`src/pkg/aetc_pkg.sv`:
```
// Constants shared by the event-triggered converter control block
package aetc_pkg;
   // Register indexes on the plain register port
   localparam logic [2:0] AETC_IRQ_FLAGS_IDX = 3'h0;
   localparam logic [2:0] AETC_IRQ_EN_IDX    = 3'h1;
   localparam logic [2:0] AETC_IRQ_PRIO_IDX  = 3'h2;
   localparam logic [2:0] AETC_RES_HIGH_IDX  = 3'h3;
   localparam logic [2:0] AETC_RES_LOW_IDX   = 3'h4;
   localparam logic [2:0] AETC_CTRL0_IDX     = 3'h5;
   localparam logic [2:0] AETC_CTRL1_IDX     = 3'h6;
   // Field positions
   localparam int AETC_DONE_BIT   = 6;
   localparam int AETC_GO_BIT     = 2;
   localparam int AETC_PWR_BIT    = 0;
   localparam int AETC_CLKLO_LSB  = 6;
   localparam int AETC_CHAN_LSB   = 3;
   localparam int AETC_JUSTIFY    = 7;
   localparam int AETC_CLKMSB     = 6;
   // Writable masks; unimplemented bits read as zero
   localparam logic [7:0] AETC_CTRL0_MASK = 8'hfd;
   localparam logic [7:0] AETC_CTRL1_MASK = 8'hcf;
   // Reset values
   localparam logic [7:0] AETC_REG_RST    = 8'h00;
   // Compare unit mode that requests a conversion start
   localparam logic [3:0] AETC_MODE_SPECIAL = 4'hb;
   // Conversion timing in bit periods
   localparam int AETC_CONV_TAD    = 12;
   localparam int AETC_RECOVER_TAD = 2;
   // Conversion clock select codes
   localparam logic [2:0] AETC_CS_RC = 3'h3;
   typedef enum logic [2:0] {
      AETC_IDLE    = 3'b001,
      AETC_CONV    = 3'b010,
      AETC_RECOVER = 3'b100
   } aetc_state_t;
endpackage

```
`src/design/aetc_conv.sv`:
```
// Conversion sequencer: bit period divider, 12-period convert, 2-period rest
`timescale 1ns/1ps
module aetc_conv
   import aetc_pkg::*;
#(
   parameter int RC_DIV = 400               // Bit period for internal RC
)(
   input  wire logic       ref_clk,         // Device clock
   input  wire logic       rst_n,           // Async reset, active low
   input  wire logic       go,              // Conversion go flag level
   input  wire logic [2:0] clk_sel,         // Conversion clock select
   input  wire logic [9:0] analog_sample,   // Converter core value
   output logic            sample_hold,     // High while converting
   output logic            done,            // Completion pulse
   output logic [9:0]      result           // Sample captured at done
);
   aetc_state_t state_r, state_nxt;
   logic [15:0] div_r, div_nxt;
   logic [3:0]  tad_r, tad_nxt;
   logic [9:0]  result_r, result_nxt;
   logic        done_r, done_nxt;
   logic [15:0] period;
   logic        tick;

   // Bit period length in device clocks from the select code
   always_comb begin
      unique case (clk_sel)
         3'h0:       period = 16'h0002;
         3'h4:       period = 16'h0004;
         3'h1:       period = 16'h0008;
         3'h5:       period = 16'h0010;
         3'h2:       period = 16'h0020;
         3'h6:       period = 16'h0040;
         AETC_CS_RC: period = 16'(RC_DIV);
         default:    period = 16'h0040;
      endcase
   end

   assign tick = (div_r == period - 16'h0001);

   // Sequencer next state
   always_comb begin
      state_nxt  = state_r;
      div_nxt    = tick ? 16'h0000 : div_r + 16'h0001;
      tad_nxt    = tad_r;
      result_nxt = result_r;
      done_nxt   = 1'b0;
      unique case (state_r)
         AETC_IDLE: begin
            div_nxt = 16'h0000;
            tad_nxt = 4'h0;
            if (go) begin
               state_nxt = AETC_CONV;
            end
         end
         AETC_CONV: begin
            if (!go) begin
               // Aborted: nothing captured
               state_nxt = AETC_RECOVER;
               div_nxt   = 16'h0000;
               tad_nxt   = 4'h0;
            end else if (tick) begin
               tad_nxt = tad_r + 4'h1;
               if (tad_r == 4'(AETC_CONV_TAD - 1)) begin
                  result_nxt = analog_sample;
                  done_nxt   = 1'b1;
                  state_nxt  = AETC_RECOVER;
                  tad_nxt    = 4'h0;
               end
            end
         end
         AETC_RECOVER: begin
            if (tick) begin
               tad_nxt = tad_r + 4'h1;
               if (tad_r == 4'(AETC_RECOVER_TAD - 1)) begin
                  state_nxt = AETC_IDLE;
               end
            end
         end
         default: state_nxt = AETC_IDLE;
      endcase
   end

   // Sequencer registers
   always_ff @(posedge ref_clk or negedge rst_n) begin
      if (!rst_n) begin
         state_r  <= AETC_IDLE;
         div_r    <= 16'h0000;
         tad_r    <= 4'h0;
         result_r <= 10'h000;
         done_r   <= 1'b0;
      end else begin
         state_r  <= state_nxt;
         div_r    <= div_nxt;
         tad_r    <= tad_nxt;
         result_r <= result_nxt;
         done_r   <= done_nxt;
      end
   end

   assign sample_hold = (state_r == AETC_CONV);
   assign done        = done_r;
   assign result      = result_r;
endmodule

```
`src/design/aetc_top.sv`:
```
// Event-triggered converter control with its software registers
// What this block does
// - Special event starts conversion only when enabled
// - Accepted event sets go, clears timer
// - Powered off: ignore event, still clear timer
// - Unused control bits read zero; results survive all but power-on events
// - Clearing go aborts, result stays unchanged
// - Twelve bit periods, then go clears
//
// Design decisions made here: the address map and the address-and-strobe port.
`timescale 1ns/1ps
module aetc_top
   import aetc_pkg::*;
#(
   parameter int RC_DIV = 400                 // Bit period for RC source
)(
   input  wire logic       ref_clk,           // Device clock, 100 MHz
   input  wire logic       rst_n,             // Async reset, active low
   input  wire logic [2:0] reg_addr,          // Register index
   input  wire logic [7:0] reg_wdata,         // Write data
   input  wire logic       reg_wr,            // Write strobe
   input  wire logic       reg_rd,            // Read strobe
   output logic [7:0]      reg_rdata,         // Read data, next cycle
   input  wire logic       por_event,         // Power-on or brown-out seen
   input  wire logic       special_event,     // Compare unit event pulse
   input  wire logic [3:0] compare_unit_mode_field, // Compare unit mode
   output logic            timer_clear,       // Clears selected timer
   input  wire logic [9:0] analog_sample,     // Converter core value
   output logic            sample_hold,       // Converter core holding
   output logic [2:0]      input_channel,     // Selected input channel
   output logic [3:0]      port_analog_config, // Port analog config
   output logic            irq_high,          // Request, high priority
   output logic            irq_low            // Request, low priority
);
   logic [7:0] flags_r, flags_nxt;
   logic [7:0] en_r, en_nxt;
   logic [7:0] prio_r, prio_nxt;
   logic [7:0] ctrl0_r, ctrl0_nxt;
   logic [7:0] ctrl1_r, ctrl1_nxt;
   logic [7:0] res_hi_r, res_hi_nxt;
   logic [7:0] res_lo_r, res_lo_nxt;
   logic [7:0] rdata_r, rdata_nxt;
   logic       timer_clear_r, timer_clear_nxt;
   logic       trig_mode;
   logic       accept;
   logic       conv_done;
   logic [9:0] conv_result;
   logic [2:0] clk_sel;
   logic       wr_ctrl0;
   logic       wr_ctrl1;
   logic       power_on;

   // Power bit, control writes and bit period select
   assign power_on = ctrl0_r[AETC_PWR_BIT];
   assign wr_ctrl0 = reg_wr && (reg_addr == AETC_CTRL0_IDX);
   assign wr_ctrl1 = reg_wr && (reg_addr == AETC_CTRL1_IDX);
   assign clk_sel  = {ctrl1_r[AETC_CLKMSB], ctrl0_r[AETC_CLKLO_LSB +: 2]};

   // Event qualification
   assign trig_mode = (compare_unit_mode_field == AETC_MODE_SPECIAL);
   assign accept    = special_event && trig_mode && power_on;

   // Timer clear follows the event whatever the power bit
   always_comb begin
      timer_clear_nxt = special_event && trig_mode;
   end

   // Timer clear pulse, one cycle after the event
   always_ff @(posedge ref_clk or negedge rst_n) begin
      if (!rst_n) begin
         timer_clear_r <= 1'b0;
      end else begin
         timer_clear_r <= timer_clear_nxt;
      end
   end

   // Interrupt flag, enable and priority bytes
   always_comb begin
      flags_nxt = flags_r;
      en_nxt    = en_r;
      prio_nxt  = prio_r;
      if (reg_wr && reg_addr == AETC_IRQ_FLAGS_IDX) begin
         flags_nxt = reg_wdata;
      end
      if (reg_wr && reg_addr == AETC_IRQ_EN_IDX) begin
         en_nxt = reg_wdata;
      end
      if (reg_wr && reg_addr == AETC_IRQ_PRIO_IDX) begin
         prio_nxt = reg_wdata;
      end
      // Done flag set wins over a software clear
      if (conv_done) begin
         flags_nxt[AETC_DONE_BIT] = 1'b1;
      end
   end

   // Interrupt registers
   always_ff @(posedge ref_clk or negedge rst_n) begin
      if (!rst_n) begin
         flags_r <= AETC_REG_RST;
         en_r    <= AETC_REG_RST;
         prio_r  <= AETC_REG_RST;
      end else begin
         flags_r <= flags_nxt;
         en_r    <= en_nxt;
         prio_r  <= prio_nxt;
      end
   end

   // Control bytes and the go flag
   always_comb begin
      ctrl0_nxt = ctrl0_r;
      ctrl1_nxt = ctrl1_r;
      if (wr_ctrl0) begin
         ctrl0_nxt = reg_wdata & AETC_CTRL0_MASK;
      end
      if (wr_ctrl1) begin
         ctrl1_nxt = reg_wdata & AETC_CTRL1_MASK;
      end
      // Go cannot be set while powered off
      if (wr_ctrl0 && !reg_wdata[AETC_PWR_BIT]) begin
         ctrl0_nxt[AETC_GO_BIT] = 1'b0;
      end
      // Completion ends the conversion
      if (conv_done) begin
         ctrl0_nxt[AETC_GO_BIT] = 1'b0;
      end
      // Accepted event wins over a software clear
      if (accept) begin
         ctrl0_nxt[AETC_GO_BIT] = 1'b1;
      end
   end

   // Control registers
   always_ff @(posedge ref_clk or negedge rst_n) begin
      if (!rst_n) begin
         ctrl0_r <= AETC_REG_RST;
         ctrl1_r <= AETC_REG_RST;
      end else begin
         ctrl0_r <= ctrl0_nxt;
         ctrl1_r <= ctrl1_nxt;
      end
   end

   // Result pair: loaded on completion, justified per select
   always_comb begin
      res_hi_nxt = res_hi_r;
      res_lo_nxt = res_lo_r;
      if (por_event) begin
         res_hi_nxt = AETC_REG_RST;
         res_lo_nxt = AETC_REG_RST;
      end else if (conv_done) begin
         if (ctrl1_r[AETC_JUSTIFY]) begin
            res_hi_nxt = {6'h00, conv_result[9:8]};
            res_lo_nxt = conv_result[7:0];
         end else begin
            res_hi_nxt = conv_result[9:2];
            res_lo_nxt = {conv_result[1:0], 6'h00};
         end
      end else if (reg_wr && reg_addr == AETC_RES_HIGH_IDX) begin
         res_hi_nxt = reg_wdata;
      end else if (reg_wr && reg_addr == AETC_RES_LOW_IDX) begin
         res_lo_nxt = reg_wdata;
      end
   end

   // No reset here: contents survive all but power-on events
   always_ff @(posedge ref_clk) begin
      res_hi_r <= res_hi_nxt;
      res_lo_r <= res_lo_nxt;
   end

   // Read data, one cycle after the strobe
   always_comb begin
      rdata_nxt = 8'h00;
      if (reg_rd) begin
         unique case (reg_addr)
            AETC_IRQ_FLAGS_IDX: rdata_nxt = flags_r;
            AETC_IRQ_EN_IDX:    rdata_nxt = en_r;
            AETC_IRQ_PRIO_IDX:  rdata_nxt = prio_r;
            AETC_RES_HIGH_IDX:  rdata_nxt = res_hi_r;
            AETC_RES_LOW_IDX:   rdata_nxt = res_lo_r;
            AETC_CTRL0_IDX:     rdata_nxt = ctrl0_r;
            AETC_CTRL1_IDX:     rdata_nxt = ctrl1_r;
            default:            rdata_nxt = 8'h00;
         endcase
      end
   end

   // Read data register
   always_ff @(posedge ref_clk or negedge rst_n) begin
      if (!rst_n) begin
         rdata_r <= 8'h00;
      end else begin
         rdata_r <= rdata_nxt;
      end
   end

   // Conversion sequencer
   aetc_conv #(
      .RC_DIV        (RC_DIV)
   ) u_conv (
      .ref_clk       (ref_clk),
      .rst_n         (rst_n),
      .go            (ctrl0_r[AETC_GO_BIT]),
      .clk_sel       (clk_sel),
      .analog_sample (analog_sample),
      .sample_hold   (sample_hold),
      .done          (conv_done),
      .result        (conv_result)
   );

   // Outputs
   assign reg_rdata          = rdata_r;
   assign timer_clear        = timer_clear_r;
   assign input_channel      = ctrl0_r[AETC_CHAN_LSB +: 3];
   assign port_analog_config = ctrl1_r[3:0];
   assign irq_high = flags_r[AETC_DONE_BIT] && en_r[AETC_DONE_BIT]
                     && prio_r[AETC_DONE_BIT];
   assign irq_low  = flags_r[AETC_DONE_BIT] && en_r[AETC_DONE_BIT]
                     && !prio_r[AETC_DONE_BIT];
endmodule

```
`config.mk`:
```
export PLATFORM = sky130hd
export DESIGN_NAME = aetc_top
export DESIGN_NICKNAME = d
export VERILOG_FILES = /design/src/pkg/aetc_pkg.sv /design/src/design/aetc_conv.sv /design/src/design/aetc_top.sv
export SDC_FILE = /design/constraint.sdc
export NUM_CORES = 1
export LEC_CHECK = 0
export BUFFER_PORTS_ARGS = -buffer_cell sky130_fd_sc_hd__buf_2
export CAP_MARGIN = 5
export CORE_MARGIN = 5
export CORE_UTILIZATION = 40
export CTS_BUF_LIST = sky130_fd_sc_hd__clkbuf_8
export DETAILED_ROUTE_END_ITERATION = 7
export SYNTH_ARGS = -nofsm -noshare
export SYNTH_HDL_FRONTEND = slang
export SYNTH_HIERARCHICAL = 1
export SYNTH_SLANG_ARGS = --single-unit
```
`constraint.sdc`:
```
create_clock -name ref_clk -period 2.9 [get_ports ref_clk]
set_input_delay 0 -clock ref_clk [delete_from_list [all_inputs] [get_ports ref_clk]]
set_output_delay 0 -clock ref_clk [all_outputs]
set_load 0.05 [all_outputs]
```
# Word-level counts from Yosys, hierarchy flattened
# Index checks and enable logic that the tools add are counted.
[totals]
reg_bits = 96
input_bits = 31
output_inout_bits = 19
wordCells = 104
[op_classes]
addsub = 3
n_eq_ne = 24
muxes = 35
n_reduce_logical = 26
[op_table]
columns = ["operator", "n"]
rows = [
  ["$mux W8", 8],
  ["$pmux W8 S7", 1],
  ["$pmux W9 S6", 1],
  ["$mux W16", 2],
  ["$pmux W16 S2", 1],
  ["$mux W3", 7],
  ["$eq A3 B3 Y1 const B", 6],
  ["$add A16 B1 Y16 const B", 1],
  ["$eq A16 B16 Y1", 1],
  ["$mux W4", 4],
  ["$eq A3 B2 Y1 const B", 5],
  ["$logic_and A1 B1 Y1", 13],
  ["$pmux W4 S3", 1],
  ["$sub A9 B1 Y10 const B", 1],
  ["$eq A3 B1 Y1 const B", 3],
  ["$pmux W3 S3", 1],
  ["$eq A4 B4 Y1 const B", 2],
  ["$mux W1", 8],
  ["$mux W7", 1],
  ["$logic_not A3 Y1", 2],
  ["$ne A2 B1 Y1 const B", 3],
  ["$ne A3 B2 Y1 const B", 2],
  ["$reduce_bool A2 Y1", 3],
  ["$reduce_and A5 Y1", 1],
  ["9 further kinds", 10],
]

# Depth between registers and ports, before layout
# Gate-level depths: netlist of run 1.
[depth]
word_depth = 7
mapped_depth = 12
depth_no_buf = 9

# Modules after synthesis
# Netlist of run 1, hierarchy kept.
[by_module_without_submodules]
columns = ["module", "n_inst", "cells_each", "area_per_inst_um2", "seq_area_each_um2"]
rows = [
  ["aetc_top", 1, 262, 3070.4, 1471.4],
  ["aetc_conv", 1, 195, 1924.3, 852.1],
]

# Worst setup path before layout of run 1
# Ideal clock, no wire load.
[synth_timing]
kind = "register to register"
start = "register ctrl0_r[7]"
end = "register u_conv.result_r[0] (netlist: u_conv/result[0])"
setup_ps = 125
arrival_time_ps = 2400
required_time_ps = 2775
path_slack_ps = 376
path_stages_with_launch = 11
n_path_buf = 1
synth_period_minus_slack_ps = 2524
cell_sequence = "dfrtp_1 > buf_6 > nand2_1 > or2_2 > ha_1 > xnor2_1 > nor2_1 > o2111ai_1 > nor3_4 > nand4_4 > mux2_2"
[synth_via]
elab_chain_len = 5
elab_cells_between_ends = 10
cone_classes = "add/sub (1); eq/ne (6); mux (1); reduce/logical (2)"
[synth_rtl]
columns = ["item", "line", "text"]
rows = [
  ["from (decl)", "aetc_top.sv:38", "logic [7:0] ctrl0_r, ctrl0_nxt;"],
  ["from (signal assigned)", "aetc_top.sv:140", "ctrl0_r <= ctrl0_nxt;"],
  ["$eq A3 B2 Y1, or another cell as far along", "aetc_conv.sv:27", "unique case (clk_sel)"],
  ["$pmux W9 S6 *", "aetc_conv.sv:27", ""],
  ["$sub A9 B1 Y10 *", "aetc_conv.sv:39", "assign tick = (div_r == period - 16'h0001);"],
  ["$eq A16 B16 Y1 *", "aetc_conv.sv:39", ""],
  ["$reduce_and A4 Y1 (no line) *", "-", ""],
  ["to (signal assigned)", "aetc_conv.sv:96", "result_r <= result_nxt;"],
  ["to (decl)", "aetc_conv.sv:20", "logic [9:0] result_r, result_nxt;"],
]
# Every way passes the cells marked *; elsewhere a longest branch is shown, timed or not.
# A chain may end at the register's enable or synchronous reset.

# Worst setup path in the final report of run 1
[layout_timing]
start = "register ctrl0_r[6]"
end = "register u_conv.result_r[9] (netlist: u_conv/result[9])"
# Same word-level chain as after synthesis.

==> out/qor.csv, run 1 <==
metric,value,unit
die area,0.0148,mm^2
GRT Total Usage,17.0,%
vias per std cell,5.35,
crit-path cells,"nand2_1, or2_2, ha_1, xnor2_1, nor2_1, o2111ai_1, nor3_4, nand4_4, mux2_2",
pwr dens,587,mW/mm^2
GPL Wtd Cong,0.830,
post-CTS setup buffer count,0,
initial core utilization,41.2,%
first-pass GRT wire length,19700,um
hold path depth,4,
FF-to-FF End,u_conv/result[9],
largest net degree at the start of global routing,81,
Setup-failing EPs final,0,
Pleak,2.48,nW
# IOs,50,
CTS Buf Count,9,
Main synth FF type,dfrtp_1,
nets,545,
#FFs+latches synth,96,
routed vias,3655,
initial antenna violation count,0,
DRC Markers,0,
Synth-to-Final Area Change,12.8,%
Post-Synthesis Cell Area,0.00499,mm^2
worst-path fanout max,10,
Worst setup EP type,register,
peak supply drop,214,uV
Mapped Cells,457,
RSZ-0062 raised after global routing,no,
die height,122,um
Die W,122,um
Resized Gates After CTS,0,
worst r2r src,ctrl0_r[6],
routed wire length per instance,17.2,um
layout cells sized above 1,26.8,%
Ys Warns,6,
Synth Area per Inst,10.9,um^2
Worst-path clk slew,0.11,ns
Port Buf Inserts,49,
data required time of the critical path,3.17,ns
run status,"complete, no violations",
CTS H-Tree Depth,3,
worst slew pin tran,1.06,ns
setup TNS,0,ns
Max Freq,371,MHz
async set-or-reset flop fraction in the synthesized netlist,83.3,%
"EDFF count, synth",0,
HP Start,reg_wr,
Tcrit/Tclk final,92.9,%
R2R setup slack,0.21,ns
deepest clock path buffer count,2,
remaining antenna violation count,0,
vias in the first global route,3637,
drt first pass iters,4,
Clock Skew,0.0139,ns
DR iter-0 viols,278,
Tmin final,2.69,ns
sink of the worst hold path,flags_r[1],
CP peak stage delay,0.44,ns
syn_nets,492,
Rows,40,
"Seq/Total Area, Yosys",46.5,%
clock tree sinks,96,
critical path startpoint category,register,
CTS Root Buffer Type,clkbuf_8,
Total Routed Length,11700,um
post-DP HPWL,7880,um
Non-Filler Instances,683,
TritonCTS clock tree,yes,
"Hold Violations, Final",0,
kind of critical path,reg -> reg,
Slew headroom,29.2,%
number of diodes,0,
Max Cap Viol,0,
GRT overflow,0,
Placed Instances,644,
worst skew pair latency,0.38,ns
Fill cells,1158,
Slew Limit Fails,0,
Synth cell types,69,
Core Area,0.0121,mm^2
R2R depth,9,
CP Data Arrival Time,2.96,ns
slowest cell on the critical path,dfrtp_1,
Hold Path Class,in -> reg,
==> cells by family after synthesis <==
logic type / synth area share (%)
other: 0.0751
buffers and inverters: 5.54
AO/OA/AOI/OAI: 10.9
XOR/XNOR: 3.51
AND/OR/NAND/NOR: 16.3
multiplexers: 16.2
flip-flops: 46.5
adder cells (fa/ha/maj): 1.00
==> routing by layer <==
metal	global-route usage (%)	routed length (um)	up-vias
met5	0	0	-
met4	5.32	133	0
met1	24.4	5570	1830
met3	2.79	609	10
li1	-	-	1728
met2	26.3	5430	87
==> timing repair <==
action,in CTS,in global routing
hold buffers,23,0
hold endpoints to repair,136,0
endpoints found under the setup margin,0,0
==> critical path, delay by kind of cell (launching register included) <==
kind | cells | cell delay (ns)
AND/OR/NAND/NOR | 5 | 1.09
flip-flops | 1 | 0.44
multiplexers | 1 | 0.34
adder cells (fa/ha/maj) | 1 | 0.31
AO/OA/AOI/OAI | 1 | 0.28
XOR/XNOR | 1 | 0.13
==> area by class of cell <==
type,instances,area [um^2],area share [%]
Sequential cell,96,2320,41.2
Multi-Input combinational cell,320,2390,42.5
Timing Repair Buffer,74,493,8.75
Inverter,9,33.8,0.600
Clock buffer,9,124,2.20
Clock inverter,7,53.8,0.955
Tap cell,168,210,3.73
==> synthesized netlist by cell type, types with 4 or more instances <==
master / instances / share of area, %
a211oi_1: 14 / 2.1
a21oi_1: 27 / 2.7
and3_1: 4 / 0.50
buf_2: 6 / 0.60
buf_4: 8 / 1.2
buf_6: 11 / 2.5
dfrtp_1: 79 / 40
dfxtp_1: 16 / 6.4
ha_1: 4 / 1.0
inv_1: 8 / 0.60
mux2_2: 45 / 10
mux2i_1: 21 / 4.2
mux4_2: 4 / 1.8
nand2_1: 15 / 1.1
nand3_1: 13 / 1.3
nor2_1: 62 / 4.7
nor2b_1: 13 / 1.6
nor3_1: 4 / 0.40
o21ai_0: 8 / 0.80
xnor2_1: 13 / 2.3
xor2_1: 7 / 1.2
==> worst max-delay path by stage <==
| stage | from | to | slack, ns | cells past startpoint |
|---|---|---|---|---|
| floorplan | ctrl0_r[7] | u_conv/result[0] | 0.38 | 10 |
| global placement | ctrl0_r[6] | u_conv/result[1] | 0.25 | 9 |
| detailed placement | ctrl0_r[6] | u_conv/result[3] | 0.18 | 9 |
| CTS | ctrl0_r[6] | u_conv/result[1] | 0.17 | 9 |
| global route | ctrl0_r[6] | u_conv/result[9] | 0.01 | 9 |
| finish | ctrl0_r[6] | u_conv/result[9] | 0.21 | 9 |
==> placed cells by master (no fill, tap or decap), types with 7 or more instances in the layout <==
| master | count |
|---|---|
| xor2_1 | 7 |
| o21ai_0 | 8 |
| nand3_1 | 13 |
| mux2_2 | 45 |
| inv_1 | 9 |
| nand2_1 | 15 |
| clkbuf_8 | 9 |
| a211oi_1 | 14 |
| nor2b_1 | 13 |
| mux2i_1 | 21 |
| dfrtp_1 | 79 |
| nor2_1 | 62 |
| a21oi_1 | 27 |
| dfxtp_1 | 16 |
| buf_2 | 48 |
| dlygate4sd3_1 | 23 |
| xnor2_1 | 13 |
==> per-stage QoR <==
| step | instance area, um^2 | setup slack, ns | util, % | power [mW] | hold slack, ns |
|---|---|---|---|---|---|
| floorplan | 4990 | 0.376 | - | 2.33 | -0.296 |
| global placement | 5230 | 0.254 | 43.1 | 2.46 | 0.185 |
| detailed placement | 5230 | 0.185 | 43.1 | 2.49 | 0.182 |
| CTS | 5630 | 0.169 | 46.5 | 3.35 | 0.178 |
| global route | 5630 | 0.0132 | 46.5 | 3.49 | 0.199 |
| finish | 5630 | 0.206 | 46.5 | 3.31 | 0.201 |
==> flip-flops by register name, indices dropped and copies added (netlist names) <==
register        cells
u_conv/div_r       16
u_conv/result      10
en_r                8
flags_r             8
prio_r              8
reg_rdata           8
res_hi_r            8
res_lo_r            8
ctrl0_r             7
ctrl1_r             6
u_conv/tad_r        4
u_conv/state_r      3
timer_clear         1
u_conv/done         1
==> where the power goes <==
part | total (mW) | internal, mW | switching, mW
Sequential | 1.65 | 1.50 | 0.154
Combinational | 0.830 | 0.337 | 0.493
Clock | 0.826 | 0.319 | 0.506
No activity file was read; power rests on OpenSTA's default activity.
==> run 2: changes to the inputs <==
- CORE_ASPECT_RATIO: default -> 1.1
- CTS_BUF_LIST: sky130_fd_sc_hd__clkbuf_8 -> sky130_fd_sc_hd__clkbuf_4 sky130_fd_sc_hd__clkbuf_8 sky130_fd_sc_hd__clkbuf_16
==> out/qor.csv, run 2 (synthesized netlist as in run 1, its figures left out) <==
metric,value,unit
die area,0.0148,mm^2
"Hold Violations, Final",0,
number of diodes,0,
worst-path fanout max,10,
Pint,2.53,mW
Tmin final,2.69,ns
Tcrit/Tclk final,92.8,%
kind of critical path,reg -> reg,
DR iter-0 viols,97,
initial antenna violation count,0,
total power,3.66,mW
Fill cells,1132,
CTS Buf Count,9,
crit-path cells,"nand2_1, or2_2, ha_1, xnor2_1, nor2_1, o2111ai_1, nor3_4, nand4_4, mux2_2",
worst slew pin tran,1.02,ns
buffers plus inverters on the worst setup path,0,
CP top delay family,simple AND/OR/NAND/NOR gates,
Total Routed Length,11100,um
slowest cell on the critical path,dfrtp_1,
most frequent cells in the layout,"79 x dfrtp_1, 62 x nor2_1, 48 x buf_2",
critical path startpoint category,register,
Worst setup EP type,register,
deepest clock path buffer count,2,
routed vias,3528,
vias per std cell,5.31,
die height,127,um
Net Sw Frac,30.9,%
initial core utilization,41.1,%
post-CTS setup buffer count,0,
Clock Power Share,32.6,%
# IOs,50,
Slew headroom,32.0,%
most flop-heavy register,u_conv/div_r,
vias in the first global route,3501,
data required time of the critical path,3.13,ns
Die W,117,um
Max Freq,372,MHz
run status,"complete, no violations",
pwr dens,642,mW/mm^2
Synth-to-Final Area Change,14.1,%
Slew Limit Fails,0,
nets,541,
clock tree sinks,96,
Worst-path clk slew,0.07,ns
Clock Skew,0.00873,ns
CTS Root Buffer Type,clkbuf_16,
CP Data Arrival Time,2.92,ns
final setup margin,0.209,ns
Pleak,2.52,nW
GRT overflow,0,
peak supply drop,258,uV
pre-CTS setup slack,0.187,ns
"most common cell after layout, fill and taps aside",dfrtp_1,
DRC Markers,0,
Psw,1.13,mW
Gate power share,22.4,%
worst skew pair latency,0.34,ns
Core Area,0.0121,mm^2
GPL Wtd Cong,0.767,
max reg flops,16,
RSZ-0062 raised after global routing,no,
Max Cap Viol,0,
TritonCTS clock tree,yes,
routed wire length per instance,16.7,um
Reg power frac,45.0,%
Hold Path Class,in -> reg,
setup TNS,0,ns
first-pass GRT wire length,18500,um
GRT Total Usage,15.9,%
CTS H-Tree Depth,3,
remaining antenna violation count,0,
largest net degree at the start of global routing,81,
Setup-failing EPs final,0,
layout cells sized above 1,27.2,%
CP peak stage delay,0.43,ns
Port Buf Inserts,49,
Rows,42,
drt first pass iters,4,
post-DP HPWL,7680,um
==> run 2: cell types whose count changed in the layout (fill, tap and decap cells not counted) <==
cell / before / now
clkinv_2: 0 / 2
clkbuf_4: 0 / 1
inv_1: 9 / 8
bufinv_16: 0 / 1
clkinvlp_4: 2 / 1
dlygate4sd3_1: 23 / 19
clkbuf_8: 9 / 1
clkbuf_16: 0 / 9
inv_6: 3 / 0
==> run 2: path summary, 6_finish.rpt <==
check                             start                to  slack [ns]  cells past startpoint
min in group asynchronous         rst_n  u_conv/div_r[13]        0.38                      2
max in group asynchronous         rst_n         prio_r[2]        1.87                      2
hold / removal             reg_wdata[0]        ctrl0_r[0]        0.01                      2
setup / recovery             ctrl0_r[6]  u_conv/result[4]        0.21                      9
hold reg to reg             res_hi_r[0]       res_hi_r[0]        0.50                      2
setup reg to reg             ctrl0_r[6]  u_conv/result[4]        0.21                      9
==> run 2: area by class of cell <==
type | count | area, um^2 | share of cell area [%]
clock buffers | 11 | 246 | 4.32
multi-input cells | 320 | 2390 | 42.0
well taps | 154 | 193 | 3.38
flip-flops and latches | 96 | 2320 | 40.8
inverters | 9 | 33.8 | 0.593
clock inverters | 5 | 56.3 | 0.988
repair buffers | 70 | 453 | 7.95
==> run 2: power groups by stage <==
| stage | registers (mW) | logic [mW] | clock network [mW] |
|---|---|---|---|
| global route | 1.67 | 0.907 | 1.29 |
| finish | 1.65 | 0.820 | 1.19 |
| floorplan | 1.64 | 0.688 | 0 |
| CTS | 1.65 | 0.826 | 1.22 |
| detailed placement | 1.67 | 0.806 | 0 |
| global placement | 1.66 | 0.797 | 0 |
==> run 2: stage by stage <==
stage	util [%]	area (um^2)	hold WS, ns	cells
detailed placement	42.9	5210	0.191	630
global placement	42.9	5210	0.182	630
finish	47.0	5700	0.0118	665
global route	47.0	5700	0.00926	665
CTS	47.0	5700	0.00300	665
floorplan	-	4990	-0.296	457
==> run 2: layer usage <==
layer	GRT usage, %	up-vias	part of all wire [%]
met4	6.82	0	2.2
li1	-	1721	-
met1	23.9	1724	49
met5	0	-	0
met2	23.1	70	44
met3	1.84	13	4.0
==> run 2: what timing repair did <==
item,in CTS,in global routing
endpoints found under the hold margin,110,0
gates resized for setup,0,0
setup endpoints to repair,0,0
hold buffers,19,0
==> run 3: changes to the inputs <==
- CORE_UTILIZATION: 40 -> 47
- PLACE_DENSITY: default -> 0.66
- clock period: 2.9 -> 2.6 ns (I/O delays scaled with it)
==> out/qor.csv, run 3 (synthesized netlist as in run 1, its figures left out) <==
metric,value,unit
run status,"complete, no violations",
initial antenna violation count,0,
# IOs,50,
deepest clock path buffer count,2,
CP Data Arrival Time,2.64,ns
Fill cells,932,
"most common cell after layout, fill and taps aside",dfrtp_1,
Clock Skew,0.00634,ns
critical path startpoint category,register,
vias per std cell,5.45,
setup TNS,0,ns
Register Area,0.00232,mm^2
Tcrit/Tclk final,92.9,%
Total Routed Length,11300,um
CP peak stage delay,0.35,ns
crit-path cells,"nand2_1, or2_2, ha_1, xnor2_1, nor2_1, o2111ai_1, nor3_4, nand4_4, mux2_2",
number of diodes,0,
Die W,108,um
GRT Total Usage,18.4,%
layout cells sized above 1,27.6,%
Port Buf Inserts,49,
kind of critical path,reg -> reg,
DRC Markers,0,
Max Cap Viol,0,
data required time of the critical path,2.82,ns
HP Start,reg_wdata[7],
most frequent cells in the layout,"79 x dfrtp_1, 62 x nor2_1, 48 x buf_2",
largest net degree at the start of global routing,81,
footprint of the multi-input gates,0.00239,mm^2
Synth-to-Final Area Change,14.3,%
post-CTS setup buffer count,0,
CP top delay family,simple AND/OR/NAND/NOR gates,
Slew headroom,31.2,%
most flop-heavy register,u_conv/div_r,
worst skew pair latency,0.34,ns
critical path depth,9,
Core Area,0.0104,mm^2
Slew Limit Fails,0,
worst-path fanout max,10,
worst slew pin tran,1.03,ns
die height,118,um
pwr dens,720,mW/mm^2
Rows,39,
Placed Instances,622,
remaining antenna violation count,0,
CTS Root Buffer Type,clkbuf_16,
Non-Filler Instances,657,
nets,544,
routed vias,3581,
worst r2r src,ctrl0_r[7],
routed wire length per instance,17.2,um
peak supply drop,310,uV
Hold Path Class,in -> reg,
FF-to-FF End,u_conv/result[6],
Worst-path clk slew,0.07,ns
TritonCTS clock tree,yes,
GRT overflow,0,
initial core utilization,48.1,%
drt first pass iters,4,
crit path capture,u_conv/result[6],
post-DP HPWL,7900,um
R2R depth,9,
clock tree sinks,96,
CTS H-Tree Depth,3,
Setup-failing EPs final,0,
die area,0.0128,mm^2
max reg flops,16,
GPL Wtd Cong,0.795,
Crit. Startpoint,ctrl0_r[7],
"Hold Violations, Final",0,
Worst setup EP type,register,
buffers plus inverters on the worst setup path,0,
Resized Gates After CTS,0,
Max Freq,414,MHz
CTS Buf Count,9,
vias in the first global route,3613,
RSZ-0062 raised after global routing,no,
Tmin final,2.42,ns
slowest cell on the critical path,dfrtp_1,
Pleak,2.53,nW
DR iter-0 viols,143,
first-pass GRT wire length,18500,um
R2R setup slack,0.18,ns
==> run 3: changes by cell type in the layout (fill, tap and decap cells not counted), sizes merged <==
cell    change
buf         +3
inv         +1
clkbuf      -1
==> run 3: what timing repair did <==
action                                 4_1_cts  5_1_grt
setup endpoints to repair                    0       10
hold buffers                                19        0
endpoints found under the hold margin      111        0
==> run 3: how the worst min path moves through the flow <==
stage,to,cells after the start
CTS,flags_r[7],2
floorplan,ctrl0_r[0],0
detailed placement,u_conv/result[5],2
finish,ctrl1_r[7],2
global placement,ctrl1_r[3],1
global route,flags_r[7],2
==> run 3: report_power, final <==
group | internal (mW) | leakage (nW) | total (mW) | switching, mW
clock network | 0.761 | 0.146 | 1.33 | 0.569
registers | 1.67 | 1.17 | 1.82 | 0.155
logic | 0.387 | 1.22 | 0.955 | 0.568
total | 2.82 | 2.53 | 4.11 | 1.29
==> run 3: stage by stage <==
stage | cell area [um^2] | hold slack [ns] | total power, mW | utilization, % | setup WS (ns)
after global routing | 5710 | 0.0181 | 4.33 | 54.9 | 0.0273
after CTS | 5710 | 0.0000221 | 4.14 | 54.9 | 0.114
after detailed placement | 5220 | 0.244 | 2.79 | 50.2 | 0.135
after floorplan | 4990 | -0.296 | 2.60 | - | 0.0756
after global placement | 5220 | 0.235 | 2.76 | 50.2 | 0.207
final | 5710 | 0.00136 | 4.11 | 54.9 | 0.184
==> run 3: area by class of cell <==
type	count	share of cell area (%)
clock buffers	10	4.08
clock inverters	6	1.21
inverters	9	0.592
multi-input cells	320	42.0
flip-flops and latches	96	40.7
well taps	143	3.13
repair buffers	73	8.33
==> run 3: per-layer routing <==
layer	global-route usage (%)	wire [um]	share of wire, %
met3	3.78	399	3.5
met4	6.00	152	1.3
met5	0	0	0
met2	31.0	5740	51
met1	23.6	5020	44
